--- config.mk ---
export PLATFORM = sky130hd
export DESIGN_NAME = i2cst_top
export DESIGN_NICKNAME = d
export VERILOG_FILES = /design/src/inc/i2cst_pkg.sv /design/src/inc/i2cst_if.sv /design/src/logic/i2cst_addrdec.sv /design/src/logic/i2cst_sclgen.sv /design/src/logic/i2cst_top.sv
export SDC_FILE = /design/constraint.sdc
export NUM_CORES = 1
export LEC_CHECK = 0
export ABC_CLOCK_PERIOD_IN_PS = 11400
export BUFFER_PORTS_ARGS = -buffer_cell sky130_fd_sc_hd__buf_2
export CORE_ASPECT_RATIO = 0.5
export CORE_MARGIN = 3
export CORE_UTILIZATION = 35
export CTS_CLUSTER_SIZE = 10
export DETAILED_ROUTE_END_ITERATION = 7
export GPL_ROUTABILITY_DRIVEN = 0
export SYNTH_ARGS = -nofsm -noshare
export SYNTH_HDL_FRONTEND = slang
export SYNTH_SLANG_ARGS = --single-unit
--- constraint.sdc ---
create_clock -name i_clk -period 11.4 [get_ports i_clk]
set_clock_uncertainty 0.15 [all_clocks]
set_input_delay 2.28 -clock i_clk [delete_from_list [all_inputs] [get_ports i_clk]]
set_output_delay 2.28 -clock i_clk [all_outputs]
set_load 0.02 [all_outputs]
--- src/inc/i2cst_pkg.sv ---
/*
  Constants for the I2C status and SCL timing block.
  Assumes a 32-bit classic Wishbone slave with byte addresses.
*/
`default_nettype none
package i2cst_pkg;
  // ****************************************
  // Register byte addresses
  // ****************************************
  localparam logic [7:0] ADR_CTRL = 8'h00;
  localparam logic [7:0] ADR_OWN  = 8'h04;
  localparam logic [7:0] ADR_ISTS = 8'h08;
  localparam logic [7:0] ADR_IMSK = 8'h0c;
  localparam logic [7:0] ADR_STS2 = 8'h18;
  localparam logic [7:0] ADR_CLK  = 8'h1c;
  localparam int unsigned ADR_LSB = 2;
  // ****************************************
  // Field positions
  // ****************************************
  localparam int unsigned CTL_EN = 0;
  localparam int unsigned CTL_START = 1;
  localparam int unsigned CTL_STOP = 2;
  localparam int unsigned CTL_PEC = 3;
  localparam int unsigned CTL_ARP = 4;
  localparam int unsigned CTL_HOST = 5;
  localparam int unsigned CTL_W = 7;
  localparam int unsigned OWN2_EN = 15;
  localparam int unsigned ST_MS = 0;
  localparam int unsigned ST_BUSY = 1;
  localparam int unsigned ST_TR = 2;
  localparam int unsigned ST_RSV = 3;
  localparam int unsigned ST_GC = 4;
  localparam int unsigned ST_DFLT = 5;
  localparam int unsigned ST_HOST = 6;
  localparam int unsigned ST_DUAL = 7;
  localparam int unsigned CLK_DUTY = 14;
  localparam int unsigned CLK_SPD = 15;
  localparam int unsigned IRQ_STOP = 0;
  localparam int unsigned IRQ_ADDR = 1;
  localparam int unsigned IRQ_ARB = 2;
  localparam int unsigned IRQ_W = 3;
  // ****************************************
  // Reset values, addresses, multipliers
  // ****************************************
  localparam logic [15:0] CLK_RST = 16'h0000;
  localparam logic [6:0] CTRL_RST = 7'h00;
  localparam logic [6:0] GC_ADDR = 7'h00;
  localparam logic [6:0] DFLT_ADDR = 7'h61;
  localparam logic [6:0] HOST_ADDR = 7'h08;
  localparam logic [4:0] MUL_ONE = 5'h01;
  localparam logic [4:0] MUL_FAST_LO = 5'h02;
  localparam logic [4:0] MUL_D9 = 5'h09;
  localparam logic [4:0] MUL_D16 = 5'h10;
  localparam logic [2:0] BIT_LAST = 3'h7;
  typedef enum logic [1:0] {
    I2CST_PH_HIGH = 2'b01,
    I2CST_PH_LOW  = 2'b10
  } i2cst_phase_t;
endpackage
`default_nettype wire

--- src/inc/i2cst_if.sv ---
/*
  Carrier between the top module and its SCL generator and address decoder.
  Assumes all members live in the i_clk domain.
*/
`timescale 1ns/1ns
`default_nettype none
interface i2cst_if;
  logic        scl_s;
  logic        sda_s;
  logic        scl_rise;
  logic        start_p;
  logic        stop_p;
  logic        gen_en;
  logic        stop_req;
  logic [15:0] clk_cfg;
  logic        scl_low;
  logic        byte_done;
  logic [7:0]  rx_byte;
  modport top (output scl_s, sda_s, scl_rise, start_p, stop_p, gen_en,
               stop_req, clk_cfg, input scl_low, byte_done, rx_byte);
  modport gen (input gen_en, stop_req, clk_cfg, output scl_low);
  modport dec (input sda_s, scl_rise, start_p, stop_p,
               output byte_done, rx_byte);
endinterface
`default_nettype wire

--- src/logic/i2cst_addrdec.sv ---
/*
  Collects the first byte after a start condition.
  Assumes synchronised SDA and a one-cycle SCL rising pulse.
*/
`timescale 1ns/1ns
`default_nettype none
module i2cst_addrdec (
  input  wire logic i_clk,
  input  wire logic i_rst_n,
  i2cst_if.dec      bus
);
  logic       armed_q;
  logic [2:0] cnt_q;
  logic [7:0] sh_q;
  logic       done_q;

  assign bus.byte_done = done_q;
  assign bus.rx_byte = sh_q;

  always_ff @(posedge i_clk)
  begin
    if (!i_rst_n)
    begin
      armed_q <= 1'b0;
      cnt_q   <= 3'h0;
      sh_q    <= 8'h00;
      done_q  <= 1'b0;
    end
    else
    begin
      done_q <= 1'b0;
      if (bus.start_p)
      begin
        armed_q <= 1'b1;
        cnt_q   <= 3'h0;
      end
      else if (bus.stop_p)
        armed_q <= 1'b0;
      else if (armed_q && bus.scl_rise)
      begin
        sh_q  <= {sh_q[6:0], bus.sda_s};
        cnt_q <= cnt_q + 3'h1;
        if (cnt_q == i2cst_pkg::BIT_LAST)
        begin
          armed_q <= 1'b0;
          done_q  <= 1'b1;
        end
      end
    end
  end
endmodule
`default_nettype wire

--- src/logic/i2cst_sclgen.sv ---
/*
  Master SCL high/low period generator.
  Assumes a configuration that only changes while generation is off.
*/
`timescale 1ns/1ns
`default_nettype none
module i2cst_sclgen (
  input  wire logic i_clk,
  input  wire logic i_rst_n,
  i2cst_if.gen      bus
);
  logic [11:0] setting;
  logic        fast;
  logic        duty;
  logic [4:0]  hi_m;
  logic [4:0]  lo_m;
  logic [16:0] hi_len;
  logic [16:0] lo_len;
  logic [16:0] len;
  logic        last;
  logic [16:0] cnt_q;
  i2cst_pkg::i2cst_phase_t ph_q;

  assign setting = bus.clk_cfg[11:0];
  assign fast = bus.clk_cfg[i2cst_pkg::CLK_SPD];
  assign duty = bus.clk_cfg[i2cst_pkg::CLK_DUTY];
  assign hi_m = (fast && duty) ? i2cst_pkg::MUL_D9 : i2cst_pkg::MUL_ONE;
  assign lo_m = !fast ? i2cst_pkg::MUL_ONE :
                duty ? i2cst_pkg::MUL_D16 : i2cst_pkg::MUL_FAST_LO;
  assign hi_len = {5'h00, setting} * {12'h000, hi_m};
  assign lo_len = {5'h00, setting} * {12'h000, lo_m};
  assign len = (ph_q == i2cst_pkg::I2CST_PH_LOW) ? lo_len : hi_len;
  // A zero setting still gives one cycle per phase
  assign last = (cnt_q + 17'h00001) >= len;
  assign bus.scl_low = (ph_q == i2cst_pkg::I2CST_PH_LOW);

  always_ff @(posedge i_clk)
  begin
    if (!i_rst_n || !bus.gen_en)
    begin
      cnt_q <= 17'h00000;
      ph_q  <= i2cst_pkg::I2CST_PH_HIGH;
    end
    else if (last)
    begin
      cnt_q <= 17'h00000;
      case (ph_q)
        // Stop request parks the line high
        i2cst_pkg::I2CST_PH_HIGH: ph_q <= bus.stop_req ? i2cst_pkg::I2CST_PH_HIGH
                                                       : i2cst_pkg::I2CST_PH_LOW;
        i2cst_pkg::I2CST_PH_LOW:  ph_q <= i2cst_pkg::I2CST_PH_HIGH;
        default:                  ph_q <= i2cst_pkg::I2CST_PH_HIGH;
      endcase
    end
    else
    begin
      cnt_q <= cnt_q + 17'h00001;
    end
  end
endmodule
`default_nettype wire

--- src/logic/i2cst_top.sv ---
/*
  I2C second status word and master SCL timing, with a Wishbone slave.
  Assumes the byte sequencer supplies arbitration loss and the running
  check byte on i_clk; SCL and SDA pins arrive asynchronously.
*/
`timescale 1ns/1ns
`default_nettype none
// Notes on behaviour
// - Role flag, status bit 0, is 1 while acting as master, else 0.
// - Role flag clears on stop, lost arbitration, or interface disabled.
// - Busy flag, status bit 1, sets whenever SDA or SCL is seen low.
// - Busy flag clears once a stop condition appears on the bus.
// - Direction flag, status bit 2, takes the address R/W bit as slave, its inverse as master; 1 transmits.
// - Direction flag clears on stop, repeated start, lost arbitration, disable.
// - Slave general call sets bit 4; stop, repeated start, disable clear it.
// - Slave default SMBus address sets bit 5 only with resolution enabled.
// - Slave host header sets bit 6 only with host select and resolution.
// - Bit 7 shows which own address matched: 0 first, 1 second.
// - Bits 15:8 show the running check byte when checking is enabled.
// - Standard or SMBus master: SCL high and low each setting clocks.
// - Fast, duty 0: high setting clocks, low twice that.
// - Fast, duty 1: high nine times, low sixteen times the setting.
// - Clock setup bit 15 selects fast speed, bit 14 the fast duty.
module i2cst_top (
  input  wire logic        i_clk,
  input  wire logic        i_rst_n,
  input  wire logic        i_wb_cyc,
  input  wire logic        i_wb_stb,
  input  wire logic        i_wb_we,
  input  wire logic [7:0]  i_wb_adr,
  input  wire logic [3:0]  i_wb_sel,
  input  wire logic [31:0] i_wb_dat,
  output logic      [31:0] o_wb_dat,
  output logic             o_wb_ack,
  input  wire logic        i_scl,
  output logic             o_scl,
  output logic             o_scl_oe,
  input  wire logic        i_sda,
  input  wire logic        i_arb_lost,
  input  wire logic [7:0]  i_pec_value,
  output logic             o_irq
);
  // ****************************************
  // Declarations
  // ****************************************
  i2cst_if bus ();

  logic [1:0]  scl_sync_q;
  logic [1:0]  sda_sync_q;
  logic        scl_prev_q;
  logic        sda_prev_q;
  logic        scl_s;
  logic        sda_s;

  logic [6:0]  ctrl_q;
  logic [15:0] own_q;
  logic [15:0] clk_q;
  logic [2:0]  imsk_q;
  logic [2:0]  ists_q;
  logic [2:0]  ists_d;
  logic [2:0]  w1c;
  logic [2:0]  ev;

  logic        ms_q;
  logic        busy_q;
  logic        tr_q;
  logic        gc_q;
  logic        dflt_q;
  logic        host_q;
  logic        dual_q;

  logic        ack_q;
  logic [31:0] dat_q;
  logic        scl_oe_q;
  logic        scl_q;
  logic        irq_q;

  logic        req;
  logic        wr;
  logic        wr_lo;
  logic        wr_hi;
  logic        hit_ctrl;
  logic        hit_own;
  logic        hit_ists;
  logic        hit_imsk;
  logic        hit_sts2;
  logic        hit_clk;
  logic [31:0] rd_word;
  logic [15:0] sts2;
  logic [15:0] ctrl_view;

  logic        en;
  logic        clr;
  logic        lost;
  logic [6:0]  addr7;
  logic        rw;
  logic        slave_byte;
  logic        m_first;
  logic        m_second;
  logic        m_gc;
  logic        m_dflt;
  logic        m_host;
  logic        addr_hit;

  // ****************************************
  // Pin sampling and line events
  // ****************************************
  // First stage is read by the second stage only
  always_ff @(posedge i_clk)
  begin
    if (!i_rst_n)
    begin
      scl_sync_q <= 2'b11;
      sda_sync_q <= 2'b11;
      scl_prev_q <= 1'b1;
      sda_prev_q <= 1'b1;
    end
    else
    begin
      scl_sync_q <= {scl_sync_q[0], i_scl};
      sda_sync_q <= {sda_sync_q[0], i_sda};
      scl_prev_q <= scl_s;
      sda_prev_q <= sda_s;
    end
  end

  assign scl_s = scl_sync_q[1];
  assign sda_s = sda_sync_q[1];
  assign bus.scl_s = scl_s;
  assign bus.sda_s = sda_s;
  assign bus.scl_rise = scl_s & ~scl_prev_q;
  assign bus.start_p = sda_prev_q & ~sda_s & scl_s & scl_prev_q;
  assign bus.stop_p = ~sda_prev_q & sda_s & scl_s & scl_prev_q;

  // ****************************************
  // Submodules
  // ****************************************
  i2cst_sclgen u_sclgen (
    .i_clk   (i_clk),
    .i_rst_n (i_rst_n),
    .bus     (bus.gen)
  );

  i2cst_addrdec u_addrdec (
    .i_clk   (i_clk),
    .i_rst_n (i_rst_n),
    .bus     (bus.dec)
  );

  assign bus.gen_en = ms_q & en;
  assign bus.stop_req = ctrl_q[i2cst_pkg::CTL_STOP];
  assign bus.clk_cfg = clk_q;

  // ****************************************
  // Wishbone decode
  // ****************************************
  assign req = i_wb_cyc & i_wb_stb & ~ack_q;
  assign wr = req & i_wb_we;
  assign wr_lo = wr & i_wb_sel[0];
  assign wr_hi = wr & i_wb_sel[1];
  assign hit_ctrl = i_wb_adr[7:2] == i2cst_pkg::ADR_CTRL[7:2];
  assign hit_own = i_wb_adr[7:2] == i2cst_pkg::ADR_OWN[7:2];
  assign hit_ists = i_wb_adr[7:2] == i2cst_pkg::ADR_ISTS[7:2];
  assign hit_imsk = i_wb_adr[7:2] == i2cst_pkg::ADR_IMSK[7:2];
  assign hit_sts2 = i_wb_adr[7:2] == i2cst_pkg::ADR_STS2[7:2];
  assign hit_clk = i_wb_adr[7:2] == i2cst_pkg::ADR_CLK[7:2];

  assign ctrl_view = {9'h000, ctrl_q};
  // Status word has no write path at all
  assign rd_word = hit_ctrl ? {16'h0000, ctrl_view} :
                   hit_own  ? {16'h0000, own_q} :
                   hit_ists ? {29'h00000000, ists_q} :
                   hit_imsk ? {29'h00000000, imsk_q} :
                   hit_sts2 ? {16'h0000, sts2} :
                   hit_clk  ? {16'h0000, clk_q} :
                   32'h00000000;

  // ****************************************
  // Second status word
  // ****************************************
  assign sts2[i2cst_pkg::ST_MS] = ms_q;
  assign sts2[i2cst_pkg::ST_BUSY] = busy_q;
  assign sts2[i2cst_pkg::ST_TR] = tr_q;
  assign sts2[i2cst_pkg::ST_RSV] = 1'b0;
  assign sts2[i2cst_pkg::ST_GC] = gc_q;
  assign sts2[i2cst_pkg::ST_DFLT] = dflt_q;
  assign sts2[i2cst_pkg::ST_HOST] = host_q;
  assign sts2[i2cst_pkg::ST_DUAL] = dual_q;
  // Byte is live, not latched, so reads track the sequencer
  assign sts2[15:8] = ctrl_q[i2cst_pkg::CTL_PEC] ? i_pec_value : 8'h00;

  // ****************************************
  // Address byte matching
  // ****************************************
  assign en = ctrl_q[i2cst_pkg::CTL_EN];
  assign lost = i_arb_lost & ms_q;
  // Every start clears; a first start finds the flags clear anyway
  assign clr = bus.stop_p | bus.start_p | ~en;
  assign addr7 = bus.rx_byte[7:1];
  assign rw = bus.rx_byte[0];
  assign slave_byte = bus.byte_done & ~ms_q & en;
  assign m_first = addr7 == own_q[6:0];
  assign m_second = own_q[i2cst_pkg::OWN2_EN] & (addr7 == own_q[14:8]);
  assign m_gc = addr7 == i2cst_pkg::GC_ADDR;
  assign m_dflt = (addr7 == i2cst_pkg::DFLT_ADDR) & ctrl_q[i2cst_pkg::CTL_ARP];
  assign m_host = (addr7 == i2cst_pkg::HOST_ADDR) & ctrl_q[i2cst_pkg::CTL_ARP] &
                  ctrl_q[i2cst_pkg::CTL_HOST];
  assign addr_hit = slave_byte & (m_first | m_second | m_gc | m_dflt | m_host);

  // ****************************************
  // Control registers
  // ****************************************
  always_ff @(posedge i_clk)
  begin
    if (!i_rst_n)
    begin
      ctrl_q <= i2cst_pkg::CTRL_RST;
      own_q  <= 16'h0000;
      clk_q  <= i2cst_pkg::CLK_RST;
      imsk_q <= 3'h0;
    end
    else
    begin
      ctrl_q[i2cst_pkg::CTL_START] <= 1'b0;
      if (bus.stop_p || !en)
        ctrl_q[i2cst_pkg::CTL_STOP] <= 1'b0;
      if (wr_lo && hit_ctrl)
        ctrl_q <= i_wb_dat[6:0];
      if (wr_lo && hit_own)
        own_q[7:0] <= i_wb_dat[7:0];
      if (wr_hi && hit_own)
        own_q[15:8] <= i_wb_dat[15:8];
      if (wr_lo && hit_clk)
        clk_q[7:0] <= i_wb_dat[7:0];
      if (wr_hi && hit_clk)
        clk_q[15:8] <= i_wb_dat[15:8];
      if (wr_lo && hit_imsk)
        imsk_q <= i_wb_dat[2:0];
    end
  end

  // ****************************************
  // Role, busy and direction flags
  // ****************************************
  always_ff @(posedge i_clk)
  begin
    if (!i_rst_n)
    begin
      ms_q   <= 1'b0;
      busy_q <= 1'b0;
      tr_q   <= 1'b0;
    end
    else
    begin
      if (!en || bus.stop_p || lost)
        ms_q <= 1'b0;
      else if (ctrl_q[i2cst_pkg::CTL_START])
        ms_q <= 1'b1;

      if (!sda_s || !scl_s)
        busy_q <= 1'b1;
      else if (bus.stop_p)
        busy_q <= 1'b0;

      if (bus.byte_done && en)
        tr_q <= ms_q ? ~rw : rw;
      else if (clr || lost)
        tr_q <= 1'b0;
    end
  end

  // ****************************************
  // Slave address flags
  // ****************************************
  always_ff @(posedge i_clk)
  begin
    if (!i_rst_n)
    begin
      gc_q   <= 1'b0;
      dflt_q <= 1'b0;
      host_q <= 1'b0;
      dual_q <= 1'b0;
    end
    else if (slave_byte)
    begin
      if (m_gc)
        gc_q <= 1'b1;
      if (m_dflt)
        dflt_q <= 1'b1;
      if (m_host)
        host_q <= 1'b1;
      if (m_first || m_second)
        dual_q <= ~m_first;
    end
    else if (clr)
    begin
      gc_q   <= 1'b0;
      dflt_q <= 1'b0;
      host_q <= 1'b0;
      dual_q <= 1'b0;
    end
  end

  // ****************************************
  // Interrupt status and mask
  // ****************************************
  assign ev[i2cst_pkg::IRQ_STOP] = bus.stop_p;
  assign ev[i2cst_pkg::IRQ_ADDR] = addr_hit;
  assign ev[i2cst_pkg::IRQ_ARB] = lost;
  assign w1c = (wr_lo && hit_ists) ? i_wb_dat[2:0] : 3'h0;
  // New event wins over a clear in the same cycle
  assign ists_d = (ists_q & ~w1c) | ev;

  always_ff @(posedge i_clk)
  begin
    if (!i_rst_n)
    begin
      ists_q <= 3'h0;
      irq_q  <= 1'b0;
    end
    else
    begin
      ists_q <= ists_d;
      irq_q  <= |(ists_d & imsk_q);
    end
  end

  // ****************************************
  // Bus answer and pin drive
  // ****************************************
  // One wait state; unmapped addresses answer with zero
  always_ff @(posedge i_clk)
  begin
    if (!i_rst_n)
    begin
      ack_q    <= 1'b0;
      dat_q    <= 32'h00000000;
      scl_oe_q <= 1'b0;
      scl_q    <= 1'b0;
    end
    else
    begin
      ack_q    <= req;
      dat_q    <= req ? rd_word : 32'h00000000;
      scl_oe_q <= bus.scl_low;
      scl_q    <= 1'b0;
    end
  end

  assign o_wb_ack = ack_q;
  assign o_wb_dat = dat_q;
  assign o_scl_oe = scl_oe_q;
  assign o_scl = scl_q;
  assign o_irq = irq_q;
endmodule
`default_nettype wire

==> results.md <==
- Mean area per synthesized cell: 8.68 µm²
- TritonCTS Buffers: 9
- DP HPWL: 12.6 mm
- Register-to-register setup slack: 5.09 ns
- Clk_lat worst skew: 0.36 ns
- FF-to-FF Start: bus.clk_cfg[15]$_SDFFE_PN0P_
- Post-synth EDFFs: 0
- First-pass GRT wire length: 27.6 mm
- Max-slew violation count: 0
- Seq. cell area: 0.00218 mm²
- Die Y: 106 µm
- Hold Crit Class: flip-flop to flip-flop
- Min Hold Slack: 0.261 ns
- Fmax: 0.159 GHz
- Total wire length: 16.6 mm
- Outcome: finished, final reports clean
- Placed insts: 1087
- Maxcap violations: 0
- Post-layout util: 0.406
- Syn Inst Count: 804
- Layout Cell Area excl Fill: 0.00770 mm²
- Pre-CTS setup slack: 5.05 ns
- Layout cell share with drive strength beyond 1: 0.107
- R2r worst-path depth: 19
- Most frequent cells in the layout: 109 x dfxtp_1, 80 x nor2_1, 66 x ha_1
- Port Buffers: 58
- GRT Total Usage: 0.156
- Hold depth: 1
- Post_cts resized: 0
- Final setup viols: 0
- Vias in the first global route: 5639
- RSZ-0062 raised after global routing: false
- Leakage power: 3.55 nW
- CP Capture Type: flip-flop
- Largest family of logic cells by synthesized area: simple AND/OR/NAND/NOR gates
- DR WL/cell: 15.1 µm
- Worst EP required: 11.56 ns
- Commonest non-fill, non-tap cell in the layout: dfxtp_1
- Hold_buf cts: 0
- Horiz. Die Dim: 206 µm
- Drt first pass iters: 5
- Final cell count without fillers: 1103
- Clock sinks: 109
- Nets: 974
- Post-synthesis mux area share: 0.0685
- Clock Power Share: 0.442
- Power consumption: 0.740 mW
- CTS Buffer Depth: 2
- # rows: 35
- Multi-input gate area: 0.00443 mm²
- Final TNS setup: 0 ns
- Peak VDD IR: 0.0826 mV
- Number of antenna violations at the first check in global routing: 0
- IO Count: 96
- Via Count: 5664
- Gate power share: 0.040
- Placed Area: 0.00739 mm²
- Post-synthesis simple-gate area fraction: 0.209
- Drt initial violations: 273
- Total global routing overflow: 0
- CTS tree: yes
- End of the worst register-to-register path: u_sclgen.cnt_q[12]$_SDFF_PP0_
- Largest cells by area after synthesis: dfxtp_1 31%, ha_1 12%, mux2i_1 5.9%
- Arrival @ worst endpoint: 6.46 ns
- Final hold violations: 0
- Vias per cell: 5.14
- Kind of critical path: flip-flop to flip-flop
- Netlist Area Pre-Place: 0.00698 mm²
- Final setup margin: 5.09 ns
- Post-synthesis xor/xnor area fraction: 0.0577
- Area Overhead vs Synth: 10.4%
- Synth Warn #: 0
- Sequential power share: 0.517
- Biggest area consumer among synthesized cells: dfxtp_1
- Fill cell count: 1954
- CTS root buf: clkbuf_16
- Adder-cell share of the synthesized area: 0.144
- Post-synthesis sequential area ratio: 0.313
- Ant diodes: 0
- Min cycle time layout: 6.31 ns
- Power density cells: 96.1 mW/mm²
- Clk slew on worst S/H paths: 0.08 ns
- Synth async-reset ratio: 0
- Rel. slew slack: 0.238
- Switching power of the nets: 0.190 mW
- P_int: 0.550 mW
- HP Start: scl_sync_q[0]$_SDFF_PN1_
- Maximum fanout along the worst path: 28
- Pin count of the biggest net entering global routing: 54
- Hold EP: scl_sync_q[1]$_SDFF_PN1_
- Startpoint types: flip-flop
- Fin crit share: 0.553
- Post-DRT Antenna Nets: 0
- Flops & latches, synth: 109
- Cell variety after synth: 67
- Synth Area in Compound Gates: 0.146
- Post-synth top area share: 0.313
- Core Area: 0.0190 mm²
- Die area: 0.0218 mm²
- Worst-Margin Slew: 1.14 ns
- Final routed DRC violation total: 0
- Starting Density: 0.368
- Sw frac: 0.257
- Max H-tree Level: 3
- Main synth FF type: dfxtp_1
- Post-CTS Setup Bufs: 0
-- power by group through the flow --
stage                     sequential, mW  combinational, mW  clock, mW
final                              0.383             0.0297      0.327
after global routing               0.383             0.0325      0.352
after CTS                          0.383             0.0296      0.337
after detailed placement           0.392             0.0295          0
after global placement             0.392             0.0293          0
after floorplan                    0.392             0.0209          0
-- worst max-delay path by stage --
stage,slack (ns),cells after the start,startpoint,endpoint
6_report,5.09,19,bus.clk_cfg[15]$_SDFFE_PN0P_,u_sclgen.cnt_q[12]$_SDFF_PP0_
5_1_grt,4.57,19,bus.clk_cfg[15]$_SDFFE_PN0P_,u_sclgen.cnt_q[12]$_SDFF_PP0_
4_1_cts,5.01,19,bus.clk_cfg[15]$_SDFFE_PN0P_,u_sclgen.cnt_q[12]$_SDFF_PP0_
3_5_place_dp,5.05,19,bus.clk_cfg[15]$_SDFFE_PN0P_,u_sclgen.cnt_q[12]$_SDFF_PP0_
3_3_place_gp,5.11,19,bus.clk_cfg[15]$_SDFFE_PN0P_,u_sclgen.cnt_q[12]$_SDFF_PP0_
2_1_floorplan,6.41,22,bus.clk_cfg[15]$_SDFFE_PN0P_,u_sclgen.cnt_q[12]$_SDFF_PP0_
-- state kept, by name, indices dropped and copies added (netlist names), 7 cells and up --
signal	count
bus.clk_cfg	16
u_sclgen.cnt_q	17
o_wb_dat	16
ctrl_q	7
own_q	16
u_addrdec.bus.rx_byte	8
-- layer usage --
layer  up-vias  part of all wire  GRT usage
met5         -                 0          0
li1       2876                 -          -
met2        94              0.48      0.267
met1      2679              0.47      0.200
met3        15             0.038     0.0355
met4         0             0.012     0.0331
-- kinds of logic after synthesis --
logic type | count (synthesis)
muxes | 47
adders and majority gates | 75
AOI/OAI and AO/OA | 151
buffers and inverters | 92
DFF | 109
xor gates and xnor gates | 46
other | 1
and+or+nand+nor | 283
-- synth_stat cells, types with 18 or more instances --
cell type	n
inv_1	39
ha_1	66
nand3_1	32
buf_4	18
nor2b_1	27
a21oi_1	44
mux2i_1	41
xnor2_1	31
dfxtp_1	109
and3_1	18
nor2_1	80
clkbuf_1	26
o21ai_0	24
nand2_1	51
-- worst max-delay path, stage by stage (launching register included) --
cell	delay, ns
dfxtp_1	0.86
nor2b_1	0.65
and2_1	0.22
ha_1	0.13
inv_1	0.05
fa_1	0.56
inv_1	0.05
ha_1	0.36
and2_1	0.20
a221oi_2	0.34
a311o_1	0.24
a21boi_1	0.10
o21a_1	0.19
o32a_1	0.35
ha_1	0.31
a21o_1	0.16
a21o_1	0.16
a21oi_1	0.29
nand3_1	0.51
and2b_1	0.36
-- final cells by class --
| type | instances | area share |
|---|---|---|
| inverter | 40 | 0.0195 |
| clock buffer | 9 | 0.0292 |
| tap | 259 | 0.0421 |
| sequential | 109 | 0.283 |
| timing repair buffer | 60 | 0.0396 |
| multi-input combinational | 619 | 0.575 |
| clock inverter | 7 | 0.0109 |
(Power assumes the default switching activity.)
